<file path="src/shared/fob_defs.vh">
`ifndef FOB_DEFS_VH
`define FOB_DEFS_VH

// Register indexes; byte address is index times four
`define FOB_IDX_TRIM_INDEX  12'hFF6
`define FOB_IDX_TRIM_DATA   12'hFF7
`define FOB_IDX_OPT_STATUS  12'hFF0
`define FOB_IDX_LIVE_STATUS 12'hFF1

// Flash locations of the option and trim bytes
`define FOB_FLASH_OPT0      16'h0000
`define FOB_FLASH_OPT1      16'h0001
`define FOB_FLASH_TRIM_BASE 16'h0020

// Trim window
`define FOB_TRIM_LAST       8'h1F
`define FOB_LOAD_LAST       6'h21

// Option byte 0 field positions
`define FOB_B0_WDT_ACTION   7
`define FOB_B0_WATCHDOG_ALWAYS_ON_SEL       6
`define FOB_B0_BO_AO        3
`define FOB_B0_READ_PROT    2
`define FOB_B0_WRITE_PROT   0

// Option byte 1 field positions
`define FOB_B1_XTAL_OFF     4

// Reserved bit masks, read back as ones
`define FOB_B0_RSVD_MASK    8'h32
`define FOB_B1_RSVD_MASK    8'hEF

// Reset values
`define FOB_ERASED_BYTE     8'hFF
`define FOB_TRIM_DATA_RST   8'h00
`define FOB_TRIM_INDEX_RST  8'h00

// Bus responses
`define FOB_RESP_OKAY       2'h0
`define FOB_RESP_SLVERR     2'h2

`endif

</file>
<file path="src/logic/fob_option_config.v">
// Summary of operation
// [RULE1] Trim data register at FF7H, resets zero
// [RULE2] Options come from flash bytes 0000H, 0001H
// [RULE3] Action bit 0: timeout raises interrupt request
// [RULE4] Action bit 1: timeout forces system reset
// [RULE5] Always-on bit 0: watchdog runs, unstoppable
// [RULE6] Bit 1: start by instruction, reset stops
// [RULE7] Brownout off in stop only with power bit
// [RULE8] Brownout bit 1: protection always active
// [RULE9] Read protect 0: code blocked, limited debug
// [RULE10] Read protect 1: code readable, full debug
// [RULE11] Write protect 0: user programming refused
// [RULE12] Write protect 1: programming and erase allowed
// [RULE13] Reserved option bits read back as one
// [RULE14] Crystal bit 0: oscillator runs in reset
// [RULE15] Crystal bit 1: oscillator off in reset
// [RULE16] Software selects crystal as clock itself
// [RULE17] Trim index 0 maps 0020H, write-protected
// [RULE18] Options loaded on every reset before run
// [RULE19] Index 00H-1FH, then data write updates
// [RULE20] Index load, then data read returns value
// [RULE21] Working trims reloaded on any reset
// [RULE22] Latched options constant between resets
//
// Decided for this implementation: register access over AXI4-Lite.
`timescale 1ns/1ps
`include "fob_defs.vh"
`default_nettype none

module fob_option_config #(
    parameter AXI_AW     = 14,
    parameter TRIM_BYTES = 32
) (
    // Clock and reset
    input  wire              i_ref_clk,
    input  wire              i_rst,
    // AXI4-Lite write address
    input  wire [AXI_AW-1:0] i_s_axi_awaddr,
    input  wire              i_s_axi_awvalid,
    output reg               o_s_axi_awready,
    // AXI4-Lite write data
    input  wire [31:0]       i_s_axi_wdata,
    input  wire [3:0]        i_s_axi_wstrb,
    input  wire              i_s_axi_wvalid,
    output reg               o_s_axi_wready,
    // AXI4-Lite write response
    output reg  [1:0]        o_s_axi_bresp,
    output reg               o_s_axi_bvalid,
    input  wire              i_s_axi_bready,
    // AXI4-Lite read address
    input  wire [AXI_AW-1:0] i_s_axi_araddr,
    input  wire              i_s_axi_arvalid,
    output reg               o_s_axi_arready,
    // AXI4-Lite read data
    output reg  [31:0]       o_s_axi_rdata,
    output reg  [1:0]        o_s_axi_rresp,
    output reg               o_s_axi_rvalid,
    input  wire              i_s_axi_rready,
    // Flash read port
    output reg               o_flash_rd,
    output reg               o_flash_info,
    output reg  [15:0]       o_flash_addr,
    input  wire [7:0]        i_flash_rdata,
    input  wire              i_flash_rvalid,
    // System events
    input  wire              i_stop_recover,
    input  wire              i_stop_mode,
    input  wire              i_pwr_bo_stop_off,
    input  wire              i_watchdog_start_instruction,
    input  wire              i_wdt_timeout,
    // Configuration outputs
    output reg               o_opt_loaded,
    output reg               o_wdt_run,
    output reg               o_wdt_irq_req,
    output reg               o_wdt_sys_reset,
    output reg               o_bo_enable,
    output reg               o_code_read_ok,
    output reg               o_dbg_full,
    output reg               o_user_prog_ok,
    output reg               o_dbg_mass_erase_ok,
    output reg               o_xtal_run_in_reset
);

    localparam ST_LOAD = 1'b0;
    localparam ST_RUN  = 1'b1;

    // Loader state
    reg        state_q;
    reg [5:0]  load_cnt_q;
    reg [7:0]  user_option_byte_0_q;
    reg [7:0]  user_option_byte_1_q;

    // Working trim copy; no reset, reloaded by the loader
    reg [7:0]  trim_mem_q [0:TRIM_BYTES-1];

    // Software visible trim registers
    reg [7:0]  trim_index_register_q;
    reg [7:0]  trim_data_port_q;

    // Write channel capture
    reg        aw_have_q;
    reg [11:0] aw_idx_q;
    reg        w_have_q;
    reg [7:0]  w_byte_q;
    reg        w_lane0_q;

    wire       wr_fire;
    wire       idx_ok;
    wire       data_ok;
    wire       wr_trim_data;
    wire [5:0] trim_slot;
    wire [11:0] ar_idx;

    assign wr_fire   = aw_have_q & w_have_q & ~o_s_axi_bvalid;
    assign idx_ok    = (trim_index_register_q <= `FOB_TRIM_LAST);
    // Slot 0 is kept factory-only
    assign data_ok   = idx_ok & (trim_index_register_q != 8'h00)
                       & (state_q == ST_RUN); // RULE17
    assign wr_trim_data = wr_fire & w_lane0_q
                          & (aw_idx_q == `FOB_IDX_TRIM_DATA) & data_ok; // RULE19
    assign trim_slot = load_cnt_q - 6'h02;
    assign ar_idx    = i_s_axi_araddr[13:2];

    // Option and trim loader
    always @(posedge i_ref_clk or posedge i_rst) begin
        if (i_rst) begin
            state_q              <= ST_LOAD;
            load_cnt_q           <= 6'h00;
            o_flash_rd           <= 1'b0;
            o_flash_info         <= 1'b0;
            o_flash_addr         <= `FOB_FLASH_OPT0;
            user_option_byte_0_q <= `FOB_ERASED_BYTE;
            user_option_byte_1_q <= `FOB_ERASED_BYTE;
            o_opt_loaded         <= 1'b0;
        end else begin
            case (state_q)
                ST_LOAD: begin
                    if (o_flash_rd && i_flash_rvalid) begin
                        o_flash_rd <= 1'b0;
                        if (load_cnt_q == 6'h00) begin
                            user_option_byte_0_q <= i_flash_rdata; // RULE2
                        end else if (load_cnt_q == 6'h01) begin
                            user_option_byte_1_q <= i_flash_rdata; // RULE2
                        end
                        if (load_cnt_q == `FOB_LOAD_LAST) begin
                            state_q      <= ST_RUN;
                            o_opt_loaded <= 1'b1; // RULE18
                        end else begin
                            load_cnt_q <= load_cnt_q + 6'h01;
                        end
                    end else if (!o_flash_rd) begin
                        o_flash_rd <= 1'b1;
                        if (load_cnt_q == 6'h00) begin
                            o_flash_info <= 1'b0;
                            o_flash_addr <= `FOB_FLASH_OPT0;
                        end else if (load_cnt_q == 6'h01) begin
                            o_flash_info <= 1'b0;
                            o_flash_addr <= `FOB_FLASH_OPT1;
                        end else begin
                            o_flash_info <= 1'b1;
                            o_flash_addr <= `FOB_FLASH_TRIM_BASE
                                            + {10'h000, trim_slot}; // RULE17
                        end
                    end
                end
                ST_RUN: begin
                    // Options frozen until the next reset or recovery
                    if (i_stop_recover) begin
                        state_q      <= ST_LOAD; // RULE22
                        load_cnt_q   <= 6'h00;
                        o_opt_loaded <= 1'b0; // RULE18
                    end
                end
                default: begin
                    state_q <= ST_LOAD;
                end
            endcase
        end
    end

    // Working trim array: loader fill and software update
    always @(posedge i_ref_clk) begin
        if (state_q == ST_LOAD && o_flash_rd && i_flash_rvalid
            && load_cnt_q >= 6'h02) begin
            trim_mem_q[trim_slot[4:0]] <= i_flash_rdata; // RULE21
        end else if (wr_trim_data) begin
            trim_mem_q[trim_index_register_q[4:0]] <= w_byte_q; // RULE19
        end
    end

    // Write channel
    always @(posedge i_ref_clk or posedge i_rst) begin
        if (i_rst) begin
            o_s_axi_awready <= 1'b1;
            o_s_axi_wready  <= 1'b1;
            o_s_axi_bvalid  <= 1'b0;
            o_s_axi_bresp   <= `FOB_RESP_OKAY;
            aw_have_q       <= 1'b0;
            aw_idx_q        <= 12'h000;
            w_have_q        <= 1'b0;
            w_byte_q        <= 8'h00;
            w_lane0_q       <= 1'b0;
        end else begin
            if (i_s_axi_awvalid && o_s_axi_awready) begin
                aw_have_q       <= 1'b1;
                aw_idx_q        <= i_s_axi_awaddr[13:2];
                o_s_axi_awready <= 1'b0;
            end
            if (i_s_axi_wvalid && o_s_axi_wready) begin
                w_have_q       <= 1'b1;
                w_byte_q       <= i_s_axi_wdata[7:0];
                w_lane0_q      <= i_s_axi_wstrb[0];
                o_s_axi_wready <= 1'b0;
            end
            if (wr_fire) begin
                aw_have_q      <= 1'b0;
                w_have_q       <= 1'b0;
                o_s_axi_bvalid <= 1'b1;
                case (aw_idx_q)
                    `FOB_IDX_TRIM_INDEX: o_s_axi_bresp <= `FOB_RESP_OKAY;
                    `FOB_IDX_TRIM_DATA: begin
                        o_s_axi_bresp <= data_ok ? `FOB_RESP_OKAY
                                                 : `FOB_RESP_SLVERR;
                    end
                    // Status words are read-only; writes dropped
                    `FOB_IDX_OPT_STATUS:  o_s_axi_bresp <= `FOB_RESP_OKAY;
                    `FOB_IDX_LIVE_STATUS: o_s_axi_bresp <= `FOB_RESP_OKAY;
                    default:              o_s_axi_bresp <= `FOB_RESP_SLVERR;
                endcase
            end
            if (o_s_axi_bvalid && i_s_axi_bready) begin
                o_s_axi_bvalid  <= 1'b0;
                o_s_axi_awready <= 1'b1;
                o_s_axi_wready  <= 1'b1;
            end
        end
    end

    // Trim index and data registers
    always @(posedge i_ref_clk or posedge i_rst) begin
        if (i_rst) begin
            trim_index_register_q <= `FOB_TRIM_INDEX_RST;
            trim_data_port_q      <= `FOB_TRIM_DATA_RST; // RULE1
        end else if (state_q == ST_LOAD) begin
            // Recovery discards software trim edits too
            trim_index_register_q <= `FOB_TRIM_INDEX_RST;
            trim_data_port_q      <= `FOB_TRIM_DATA_RST; // RULE21
        end else if (wr_fire && w_lane0_q) begin
            if (aw_idx_q == `FOB_IDX_TRIM_INDEX) begin
                trim_index_register_q <= w_byte_q;
                if (w_byte_q <= `FOB_TRIM_LAST) begin
                    trim_data_port_q <= trim_mem_q[w_byte_q[4:0]]; // RULE20
                end else begin
                    trim_data_port_q <= `FOB_TRIM_DATA_RST;
                end
            end else if (wr_trim_data) begin
                trim_data_port_q <= w_byte_q; // RULE1
            end
        end
    end

    // Read channel, one cycle after the address is taken
    always @(posedge i_ref_clk or posedge i_rst) begin
        if (i_rst) begin
            o_s_axi_arready <= 1'b1;
            o_s_axi_rvalid  <= 1'b0;
            o_s_axi_rdata   <= 32'h00000000;
            o_s_axi_rresp   <= `FOB_RESP_OKAY;
        end else begin
            if (i_s_axi_arvalid && o_s_axi_arready) begin
                o_s_axi_arready <= 1'b0;
                o_s_axi_rvalid  <= 1'b1;
                o_s_axi_rresp   <= `FOB_RESP_OKAY;
                case (ar_idx)
                    `FOB_IDX_TRIM_INDEX: begin
                        o_s_axi_rdata <= {24'h000000, trim_index_register_q};
                    end
                    `FOB_IDX_TRIM_DATA: begin
                        o_s_axi_rdata <= {24'h000000, trim_data_port_q}; // RULE20
                    end
                    `FOB_IDX_OPT_STATUS: begin
                        o_s_axi_rdata <= {16'h0000,
                            user_option_byte_1_q | `FOB_B1_RSVD_MASK,
                            user_option_byte_0_q | `FOB_B0_RSVD_MASK}; // RULE13
                    end
                    `FOB_IDX_LIVE_STATUS: begin
                        o_s_axi_rdata <= {27'h0000000, o_xtal_run_in_reset,
                            o_bo_enable, o_wdt_run, state_q, o_opt_loaded};
                    end
                    default: begin
                        o_s_axi_rdata <= 32'h00000000;
                        o_s_axi_rresp <= `FOB_RESP_SLVERR;
                    end
                endcase
            end
            if (o_s_axi_rvalid && i_s_axi_rready) begin
                o_s_axi_rvalid  <= 1'b0;
                o_s_axi_arready <= 1'b1;
            end
        end
    end

    // Watchdog control
    always @(posedge i_ref_clk or posedge i_rst) begin
        if (i_rst) begin
            o_wdt_run       <= 1'b0;
            o_wdt_irq_req   <= 1'b0;
            o_wdt_sys_reset <= 1'b0;
        end else begin
            if (state_q == ST_LOAD) begin
                o_wdt_run <= 1'b0; // RULE6
            end else if (!user_option_byte_0_q[`FOB_B0_WATCHDOG_ALWAYS_ON_SEL]) begin
                o_wdt_run <= 1'b1; // RULE5
            end else if (i_watchdog_start_instruction) begin
                o_wdt_run <= 1'b1; // RULE6
            end
            // Registered one cycle after i_wdt_timeout, high while it stays high; interrupt acceptance is the CPU's business
            o_wdt_irq_req   <= o_wdt_run & i_wdt_timeout
                               & ~user_option_byte_0_q[`FOB_B0_WDT_ACTION]; // RULE3
            o_wdt_sys_reset <= o_wdt_run & i_wdt_timeout
                               & user_option_byte_0_q[`FOB_B0_WDT_ACTION]; // RULE4
        end
    end

    // Static option decode; follows each option byte as soon as it is read, with read, full-debug and programming enables held off while o_opt_loaded is low
    always @(posedge i_ref_clk or posedge i_rst) begin
        if (i_rst) begin
            o_bo_enable         <= 1'b1;
            o_code_read_ok      <= 1'b0;
            o_dbg_full          <= 1'b0;
            o_user_prog_ok      <= 1'b0;
            o_dbg_mass_erase_ok <= 1'b1;
            o_xtal_run_in_reset <= 1'b0;
        end else begin
            o_bo_enable <= user_option_byte_0_q[`FOB_B0_BO_AO]
                           | ~(i_stop_mode & i_pwr_bo_stop_off); // RULE7 RULE8
            // Protection opens only once real options are in
            o_code_read_ok <= o_opt_loaded
                              & user_option_byte_0_q[`FOB_B0_READ_PROT]; // RULE9 RULE10
            o_dbg_full     <= o_opt_loaded
                              & user_option_byte_0_q[`FOB_B0_READ_PROT]; // RULE9 RULE10
            o_user_prog_ok <= o_opt_loaded
                              & user_option_byte_0_q[`FOB_B0_WRITE_PROT]; // RULE11 RULE12
            o_dbg_mass_erase_ok <= 1'b1; // RULE11
            // Only enables the oscillator; clock selection is elsewhere
            o_xtal_run_in_reset <= ~user_option_byte_1_q[`FOB_B1_XTAL_OFF]; // RULE14 RULE15
        end
    end

endmodule

`default_nettype wire

</file>
<file path="config.mk">
export PLATFORM = sky130hd
export DESIGN_NAME = fob_option_config
export DESIGN_NICKNAME = d
export VERILOG_FILES = /design/src/logic/fob_option_config.v
export VERILOG_INCLUDE_DIRS = /design/src /design/src/shared
export SDC_FILE = /design/constraint.sdc
export NUM_CORES = 1
export LEC_CHECK = 0
export BUFFER_PORTS_ARGS = -buffer_cell sky130_fd_sc_hd__buf_2
export CORE_MARGIN = 2
export CORE_UTILIZATION = 50
export DETAILED_ROUTE_END_ITERATION = 16
export PLACE_DENSITY = 0.72
export SLEW_MARGIN = 25
export SYNTH_ARGS = -nofsm -noshare
export SYNTH_HDL_FRONTEND = slang
export SYNTH_SLANG_ARGS = --single-unit
</file>
<file path="constraint.sdc">
create_clock -name i_ref_clk -period 3.33 [get_ports i_ref_clk]
set_input_delay 0.333 -clock i_ref_clk [delete_from_list [all_inputs] [get_ports i_ref_clk]]
set_output_delay 0.333 -clock i_ref_clk [all_outputs]
set_load 0.01 [all_outputs]
</file>
==> summary.md, run 1 <==
| Metric | Value |
|---|---|
| Status | complete, no violations |
| GRT overflow | 0 |
| Initial antenna violation count | 0 |
| Number of enable flip-flop cells after synthesis | 256 |
| DR iter-0 viols | 918 |
| Fin Clk Skew | approximately 27 ps |
| Class of the worst hold path | in -> reg |
| DR WL/cell | 22.2 um |
| Clock slew at reported path FFs | 60 ps |
| Most frequent cells in the layout | edfxtp_1 (256), buf_2 (94), dfrtp_1 (74), nand2_1 (67), mux4_2 (60) |
| Critical path peak fanout | 11 |
| Maxcap violations | 0 |
| Total Power | around 0.013 W |
| Netlist cell types | just under 70 |
| Fmax | 329 MHz |
| GPL Wtd Cong | about 0.84 |
| Ant. Diodes | 0 |
| IO buf count | 94 |
| Drt first pass iters | 5 |
| Area contributors post-synth | edfxtp_1 (53%), dfrtp_1 (13%), mux4_2 (9.3%) |
| Critical path class | reg -> reg |
| Number of global-route vias before repair | 8093 |
| Synth Flop Type | edfxtp_1 |
| Slew @ Worst Pin | 881 ps |
| Synthesized flop and latch total | about 340 |
| Worst endpoint required time | 3490 ps |
| TritonCTS clock tree | yes |
| Leak | about 6 nW |
| First-pass GRT wire length | 47900 um |
| Via density per instance | about 5.8 |
| P&R area growth vs syn | 13.8% |
| Peak VDD IR | ~0.35 mV |
| CORE AREA | 0.0286 mm^2 |
| Worst slew margin | between 40% and 50% |
| Latest clock arrival within the worst-skew pair | ~520 ps |
| Util after Layout | ~58% |
| Pwr/cell area | roughly 770 mW/mm^2 |
| DP HPWL | roughly 21000 um |
| Layout Nets | between 1000 and 1500 |
| Final Cell Area | around 0.016 mm^2 |
| DRC viols | 0 |
| Clock sinks | roughly 340 |
| Unrepaired setup endpoints after global routing | false |
| Share of layout cells above drive strength 1 | 28.5% |
| Fin. max-slew vios | 0 |
| Final Hold Vio Count | 0 |
| Cells after synthesis | 891 |
| Final WL | 31600 um |
| H-tree depth | 2 |
| TNS Setup | 0 ps |
| Standard-cell rows | between 60 and 70 |
| Startpoint types | flip-flop |
| Area after DPL | around 0.015 mm^2 |
| Die footprint | approximately 0.030 mm^2 |
| Pin count of the biggest net entering global routing | 70 |
| Tmin final | 3040 ps |
| Total GRT Usage | about a fifth |
| Sequential share of the synthesized area | between 60% and 70% |
| Area leader, netlist | edfxtp_1 |
| Worst hold margin | about 38 ps |
| Share of the synthesized area in the top cell type | 53.1% |
| Clock Tree Buf Depth | 3 |
| # setup viols final | 0 |
| Initial core utilization | about half |
| Post-synth ARST share | between 20% and 30% |
| Detail Route Antenna Nets | 0 |
| Root buf cell | clkbuf_16 |
| Setup crit end kind | flip-flop |
| Worst path arrival time | 3200 ps |
| Fill cells | 2182 |
| Synthesized cell area | roughly 0.014 mm^2 |
| Top-level I/O count | approximately 150 |
| Final period util | 91.3% |
| Yosys Warn Count | 0 |
| Chip height | between 150 and 200 um |
| Die width | 174 um |
| Avg Cell Area, Syn | ~16 um^2 |
| Routed vias | between 8000 and 9000 |
| Cts bufs inserted | 35 |
| Most common cell after layout, fill and taps aside | edfxtp_1 |
[logic make-up after synthesis]
kind of cell	count (synthesis)	share of synthesized area, %
other	2	0.0519
muxes	116	13.5
AOI/OAI and AO/OA	117	5.95
buffers and inverters	96	4.05
adders and majority gates	6	0.518
and+or+nand+nor	202	7.26
xor gates and xnor gates	10	0.605
DFF	342	68.0
[power by group]
| part | total (W) | switching, W | internal, W |
|---|---|---|---|
| Clock | 0.00361 | 0.00155 | 0.00205 |
| Combinational | 0.00341 | 0.00184 | 0.00158 |
| Sequential | 0.00559 | 0.000502 | 0.00509 |
[through the flow]
step           std cells  worst slack (ps)
2_1_floorplan        917              10.0
3_3_place_gp        1355               383
3_5_place_dp        1355               346
4_1_cts             1421               318
5_1_grt             1421               147
6_report            1421               290
[routing by layer]
layer / part of all wire (%) / track usage, %
met3: 7.0 / 4.07
met2: 48 / 33.9
met1: 43 / 28.8
met4: 2.8 / 6.58
met5: 0 / 0
[sequential cells by signal, summed over array words and instances (netlist names), 5 cells and up]
register and cells:
o_flash_addr 7, aw_idx_q 12, load_cnt_q 6, o_s_axi_rdata 10
trim_index_register_q 8, w_byte_q 8, trim_mem_q 256, user_option_byte_0_q 5
trim_data_port_q 8
[repair_timing]
action / CTS / global route
hold buffers: 8 / 0
setup buffers: 0 / 0
hold endpoints to repair: 22 / 0
setup endpoints to repair: 0 / 0
gates resized for setup: 0 / 0
[cell type report]
| class | instances | area, um^2 | share of cell area (%) |
|---|---|---|---|
| Timing Repair Buffer | 137 | 863 | 5.24 |
| Clock buffer | 43 | 927 | 5.63 |
| Multi-Input combinational cell | 479 | 4160 | 25.2 |
| Sequential cell | 342 | 9860 | 59.8 |
| Inverter | 21 | 80.1 | 0.486 |
| Clock inverter | 15 | 111 | 0.676 |
| Tap cell | 384 | 480 | 2.92 |
[worst max-delay path, cell delays in order, from the launching register on]
cell       delay [ps]
dfrtp_1           400
or4b_4            570
nor4_4            290
and2_1            370
buf_4             240
o2bb2ai_2         280
inv_2              90
a21oi_2           420
[synthesized netlist by cell type, drive strengths merged (2+ instances only)]
cell and n:
o21ai 29, a211oi 3, or3 3, conb 2, nor3 8, o221ai 3, nand2 67, nor2b 4
buf 57, dfrtp 76, a21o 3, a221oi 7, clkbuf 18, nor3b 2, nor2 29, inv 21
nand3b 6, o41ai 2, and2 30, or4 4, mux4 61, a22o 4, edfxtp 256, ha 6
nand2b 3, a22oi 17, a41o 2, dfstp 10, nand4 11, nor4 5, a221o 3, o31ai 3
mux2i 29, o21bai 2, a21boi 5, and3 10, a21oi 23, xnor2 3, or4b 2, a32oi 3
xor2 7, mux2 26, nand3 16
[final timing paths]
check,from,end,slack [ps],cells after the start
max,trim_index_register_q[7],trim_mem_q[0][2],290,7
min,i_s_axi_awaddr[12],aw_idx_q[10],40,2
max reg2reg,trim_index_register_q[7],trim_mem_q[0][2],290,7
min reg2reg,o_flash_info,o_flash_info,470,2
max in group asynchronous,i_rst,user_option_byte_0_q[0],2290,4
min in group asynchronous,i_rst,w_byte_q[6],310,3
Power figures use the tool's default switching activity.
==> run 2: changes to the inputs <==
--- a/config.mk
+++ b/config.mk
@@ -10,8 +10,7 @@
 export CORE_MARGIN = 2
 export CORE_UTILIZATION = 50
 export DETAILED_ROUTE_END_ITERATION = 16
-export PLACE_DENSITY = 0.72
-export SLEW_MARGIN = 25
+export PLACE_DENSITY = 0.7
 export SYNTH_ARGS = -nofsm -noshare
 export SYNTH_HDL_FRONTEND = slang
 export SYNTH_SLANG_ARGS = --single-unit
==> constraint.sdc (replaced) <==
create_clock -name i_ref_clk -period 3.9 [get_ports i_ref_clk]
set_input_delay 0.39 -clock i_ref_clk [delete_from_list [all_inputs] [get_ports i_ref_clk]]
set_output_delay 0.39 -clock i_ref_clk [all_outputs]
set_load 0.1 [all_outputs]
==> run 2 against run 1 <==
Clock skew shrank 2.2 ps. Via count about the same. Non-clock buffer count fell by 12. Cell area shrank 0.15%. Combinational power about the same. Critical path type unchanged. Largest power group unchanged.
==> summary.md, run 2 (synthesis gave the netlist of run 1 again) <==
| Metric | Value |
|---|---|
| Root buf cell | clkbuf_16 |
| Worst path arrival time | 3480 ps (+280 ps) |
| Number of global-route vias before repair | 8291 (+2.4%) |
| Class of the worst hold path | in -> reg |
| Setup crit end kind | flip-flop |
| Final period util | 85.2% (-6.0 points) |
| Largest stage delay on the critical path | 600 ps (+30 ps) |
| Chip height | 174 um (unchanged) |
| Die width | 174 um (unchanged) |
| Fin. max-slew vios | 0 (unchanged) |
| Peak VDD IR | 0.368 mV (+4.3%) |
| Most frequent cells in the layout | edfxtp_1 (256), buf_2 (94), dfrtp_1 (74), nand2_1 (67), mux4_2 (60) |
| Initial antenna violation count | 0 (unchanged) |
| Total Power | 0.0116 W (-8.2%) |
| Routed vias | 8200 (-0.085%) |
| Ant. Diodes | 0 (unchanged) |
| Tmin final | 3320 ps (+285 ps) |
| Final WL | 32200 um (+2.0%) |
| CP delay by family, top | simple AND/OR/NAND/NOR gates |
| Startpoint types | flip-flop |
| Max FFs per register | 256 (unchanged) |
| Top-level I/O count | 154 (unchanged) |
| H-tree depth | 2 (unchanged) |
| Flop2flop setup slack | 580 ps (+290 ps) |
| CTS resizes | 0 (unchanged) |
| Fin Clk Skew | 24.9 ps (-2.21 ps) |
| Total GRT Usage | 21.6% (+0.73 points) |
| TNS Setup | 0 ps (unchanged) |
| First-pass GRT wire length | 50100 um (+4.7%) |
| Worst slew margin | 41.5% (+0.61 points) |
| Clock Tree Buf Depth | 3 (unchanged) |
| Latest clock arrival within the worst-skew pair | 520 ps (about the same) |
| Status | complete, no violations |
| Leak | 6.13 nW (-0.16%) |
| CORE AREA | 0.0286 mm^2 (unchanged) |
| Share of layout cells above drive strength 1 | 28.3% (-0.22 points) |
| Clock sinks | 342 (unchanged) |
| Setup bufs post-CTS | 0 (unchanged) |
| Final Non-Filler Cells | 1415 (-0.42%) |
| # setup viols final | 0 (unchanged) |
| Cts bufs inserted | 37 (+5.7%) |
| DR iter-0 viols | 886 (-3.5%) |
| IO buf count | 94 (unchanged) |
| Drt first pass iters | 8 (+3) |
| Critical path startpoint | trim_index_register_q[7] |
| GPL Wtd Cong | 0.815 (-2.8%) |
| Die footprint | 0.0303 mm^2 (unchanged) |
| Reg2reg start | trim_index_register_q[7] |
| Critical path peak fanout | 18 (+7) |
| P&R area growth vs syn | 13.6% |
| Clock slew at reported path FFs | 60 ps (about the same) |
| Worst setup endpoint | trim_mem_q[22][5] |
| Fin worst setup slack | 575 ps (+285 ps) |
| Via density per instance | 5.80 (+0.34%) |
| Pin count of the biggest net entering global routing | 33 (-53%) |
| CP dominant cell by count | and2_1 |
| Crit path cell chain | or4b_4 > nor4_4 > and2_1 > a32oi_1 > inv_1 > and2_1 |
| Worst R2R End | trim_mem_q[22][5] |
| Layout Nets | 1097 (-0.90%) |
| Bufs and invs on worst path | 1 (-1) |
| Detail Route Antenna Nets | 0 (unchanged) |
| Worst endpoint required time | 4050 ps (+560 ps) |
| DR WL/cell | 22.8 um (+2.4%) |
| TritonCTS clock tree | yes |
| Critical path class | reg -> reg |
| R2R depth | 6 (-1) |
| Standard-cell rows | 62 (unchanged) |
| Pwr/cell area | 704 mW/mm^2 (-8.0%) |
| Initial core utilization | 50.6% (unchanged) |
| Worst path slowest cell | and2_1 |
| Worst hold margin | 35.7 ps (-2.38 ps) |
| Final Hold Vio Count | 0 (unchanged) |
| DP HPWL | 21600 um (+2.6%) |
| Maxcap violations | 0 (unchanged) |
| Most common cell after layout, fill and taps aside | edfxtp_1 |
| Slew @ Worst Pin | 872 ps (-9.06 ps) |
| Fmax | 301 MHz (-8.6%) |
| Unrepaired setup endpoints after global routing | false |
| Placed insts | 1350 (-0.37%) |
| Stages on the worst setup path | 6 (-1) |
| GRT overflow | 0 (unchanged) |
| CTS Hold Bufs | 1 (-7) |
| DRC viols | 0 (unchanged) |
| Worst slack, placed | 649 ps (+304 ps) |
[run 2: cell types whose count changed in the layout (fill, tap and decap cells not counted), sizes merged]
cell,previous run,this run
bufinv,1,3
buf,129,124
dlygate4sd3,8,1
clkbuf,43,47
[run 2: per-stage QoR]
step	utilization (%)	area [um^2]
floorplan	-	14600
detailed placement	53.3	15300
global route	57.5	16500
global placement	53.3	15300
finish	57.5	16500
CTS	57.5	16500
[run 2: metal layers]
layer	routed length, um	global-route usage, %
met1	13800	30.8
met2	15400	35.1
met3	2360	3.22
met4	717	5.95
met5	0	0
[run 2: final cells by class]
cell class,count,area [um^2]
clock buffer,47,1030
clock inverter,17,153
fill,2182,12200
inverter,21,80.1
multi-input combinational,479,4150
sequential,342,9860
tap,384,480
timing repair buffer,125,706
[run 2: where the power goes]
group | internal [W] | switching (W)
clock network | 0.00205 | 0.00136
registers | 0.00434 | 0.000403
logic | 0.00130 | 0.00213
[run 2: worst min path at each step]
stage,startpoint,end,cells past startpoint
after global placement,i_rst,aw_idx_q[9],2
final,i_pwr_bo_stop_off,o_bo_enable,2
after floorplan,user_option_byte_1_q[4],o_xtal_run_in_reset,1
after detailed placement,i_rst,aw_idx_q[9],2
after CTS,i_pwr_bo_stop_off,o_bo_enable,2
after global routing,i_pwr_bo_stop_off,o_bo_enable,2
==> run 3: changes to the inputs <==
--- a/config.mk
+++ b/config.mk
@@ -11,6 +11,7 @@
 export CORE_UTILIZATION = 50
 export DETAILED_ROUTE_END_ITERATION = 16
 export PLACE_DENSITY = 0.7
+export REMOVE_ABC_BUFFERS = 1
 export SYNTH_ARGS = -nofsm -noshare
 export SYNTH_HDL_FRONTEND = slang
 export SYNTH_SLANG_ARGS = --single-unit
==> run 3 against run 2 <==
First-iteration DRC count rose by 7.4%. Cell area rose by 0.26%. Die area stayed put. Clock power increased by 4%. Combinational power increased by 1%. Critical endpoint is now trim_mem_q[21][6].
==> summary.md, run 3 (synthesis gave the netlist of run 1 again) <==
| Metric | Value |
|---|---|
| Status | complete, no violations |
| Flop2flop setup slack | 630 ps (+50 ps) |
| Fin. max-slew vios | 0 (unchanged) |
| Root buf cell | clkbuf_16 |
| Initial antenna violation count | 1 (+1) |
| Share of layout cells above drive strength 1 | 28.4% (+0.083 points) |
| Cts bufs inserted | 36 (-2.7%) |
| Critical path peak fanout | 14 (-4) |
| Pin count of the biggest net entering global routing | 52 (+58%) |
| Leak | 6.13 nW (about the same) |
| Routed vias | 8244 (+0.54%) |
| Die width | 174 um (unchanged) |
| Most common cell after layout, fill and taps aside | edfxtp_1 |
| Fmax | 306 MHz (+1.6%) |
| Final period util | 83.9% (-1.3 points) |
| CORE AREA | 0.0286 mm^2 (unchanged) |
| Latest clock arrival within the worst-skew pair | 520 ps (about the same) |
| Area after DPL | 0.0153 mm^2 (about the same) |
| Most frequent cells in the layout | edfxtp_1 (256), buf_2 (94), dfrtp_1 (74), nand2_1 (67), mux4_2 (60) |
| Slew @ Worst Pin | 871 ps (-0.557 ps) |
| Final Non-Filler Cells | 1412 (-0.21%) |
| Critical path class | reg -> reg |
| GPL Wtd Cong | 0.822 (+0.77%) |
| Initial core utilization | 50.6% (unchanged) |
| DRC viols | 0 (unchanged) |
| Worst path arrival time | 3420 ps (-60 ps) |
| Number of global-route vias before repair | 8149 (-1.7%) |
| DP HPWL | 20800 um (-3.6%) |
| Chip height | 174 um (unchanged) |
| Worst slack, placed | 712 ps (+62.5 ps) |
| Worst endpoint required time | 4050 ps (about the same) |
| Peak VDD IR | 0.525 mV (+43%) |
| Unrepaired setup endpoints after global routing | false |
| Via density per instance | 5.84 (+0.75%) |
| Total GRT Usage | 21.4% (-0.23 points) |
| R2R depth | 5 (-1) |
| Startpoint types | flip-flop |
| Ant. Diodes | 0 (unchanged) |
| Detail Route Antenna Nets | 0 (unchanged) |
| P&R area growth vs syn | 13.9% |
| Fin worst setup slack | 628 ps (+52.1 ps) |
| # setup viols final | 0 (unchanged) |
| Setup bufs post-CTS | 0 (unchanged) |
| Final Cell Area | 0.0165 mm^2 (+0.26%) |
| Pwr/cell area | 713 mW/mm^2 (+1.3%) |
| Standard-cell rows | 62 (unchanged) |
| Max FFs per register | 256 (unchanged) |
| Clock Tree Buf Depth | 3 (unchanged) |
| IO buf count | 94 (unchanged) |
| Worst slew margin | 41.6% (about the same) |
| Final WL | 31600 um (-1.7%) |
| Top-level I/O count | 154 (unchanged) |
| Layout Nets | 1093 (-0.36%) |
| Final Hold Vio Count | 0 (unchanged) |
| Clock sinks | 342 (unchanged) |
| Drt first pass iters | 5 (-3) |
| Tmin final | 3270 ps (-52.1 ps) |
| Fill cells | 2189 (+0.32%) |
| DR WL/cell | 22.4 um (-1.5%) |
| Setup crit end kind | flip-flop |
| Fin Clk Skew | 21.4 ps (-3.58 ps) |
| Class of the worst hold path | in -> async |
| TritonCTS clock tree | yes |
| Clock slew at reported path FFs | 60 ps (about the same) |
| Placed insts | 1348 (-0.15%) |
| Reg2reg start | trim_index_register_q[7] |
| CTS resizes | 0 (unchanged) |
| Maxcap violations | 0 (unchanged) |
| CTS Hold Bufs | 0 (-1) |
| Die footprint | 0.0303 mm^2 (unchanged) |
| First-pass GRT wire length | 49300 um (-1.7%) |
| H-tree depth | 2 (unchanged) |
| DR iter-0 viols | 952 (+7.4%) |
| GRT overflow | 0 (unchanged) |
| Worst R2R End | trim_mem_q[21][6] |
run 3: cell count changes in the layout (fill, tap and decap cells not counted), moves of 2 or more:
| cell | previous run | this run |
|---|---|---|
| clkinvlp_4 | 0 | 3 |
| clkbuf_1 | 6 | 3 |
| buf_4 | 30 | 27 |
| clkbuf_8 | 2 | 0 |
| bufinv_16 | 3 | 7 |
| clkbuf_16 | 39 | 37 |
run 3: how the worst max path moves through the flow:
stage	slack, ps	endpoint	from	depth (start not counted)
after global routing	490	trim_mem_q[18][7]	trim_index_register_q[7]	5
after CTS	660	trim_mem_q[17][3]	trim_index_register_q[7]	5
after global placement	730	trim_mem_q[21][3]	trim_index_register_q[7]	5
after detailed placement	710	trim_mem_q[21][3]	trim_index_register_q[7]	5
after floorplan	-960	o_s_axi_rdata[10]	o_s_axi_rdata[14]	0
final	630	trim_mem_q[21][6]	trim_index_register_q[7]	5
run 3: layer usage:
metal  up-vias  global-route usage, %  wire length (um)
li1       3620                      -                 -
met1      4196                   30.1             13200
met2       361                   33.8             15100
met3        67                   4.48              2390
met4         0                   6.69               881
met5         -                      0                 0
run 3: final cells by class:
| type | instances | area, um^2 | area share, % |
|---|---|---|---|
| sequential | 342 | 9860 | 59.8 |
| multi-input combinational | 479 | 4150 | 25.2 |
| clock buffer | 40 | 937 | 5.68 |
| timing repair buffer | 122 | 693 | 4.20 |
| tap | 384 | 480 | 2.91 |
| clock inverter | 24 | 297 | 1.80 |
| inverter | 21 | 80.1 | 0.486 |
run 3: power breakdown:
part / internal (W) / leakage, nW / switching [W]
Sequential: 0.00434 / 3.38 / 0.000377
Combinational: 0.00130 / 2.16 / 0.00218
Clock: 0.00220 / 0.592 / 0.00137
Total: 0.00784 / 6.13 / 0.00392
run 3: stage by stage:
step	power [W]	hold WS [ps]	utilization (%)	TNS, ps
floorplan	0.00724	430	-	-9970
detailed placement	0.00825	461	53.3	0
finish	0.0118	13.5	57.6	0
global placement	0.00819	453	53.3	0
CTS	0.0118	29.6	57.6	0
global route	0.0122	34.9	57.6	0
run 3: critical path, cell delays in order, from the launching register on:
cell and delay, ps:
dfrtp_1 400, or4b_4 580, nor4_4 270, nand2_1 420, o32ai_4 690, and2_1 540
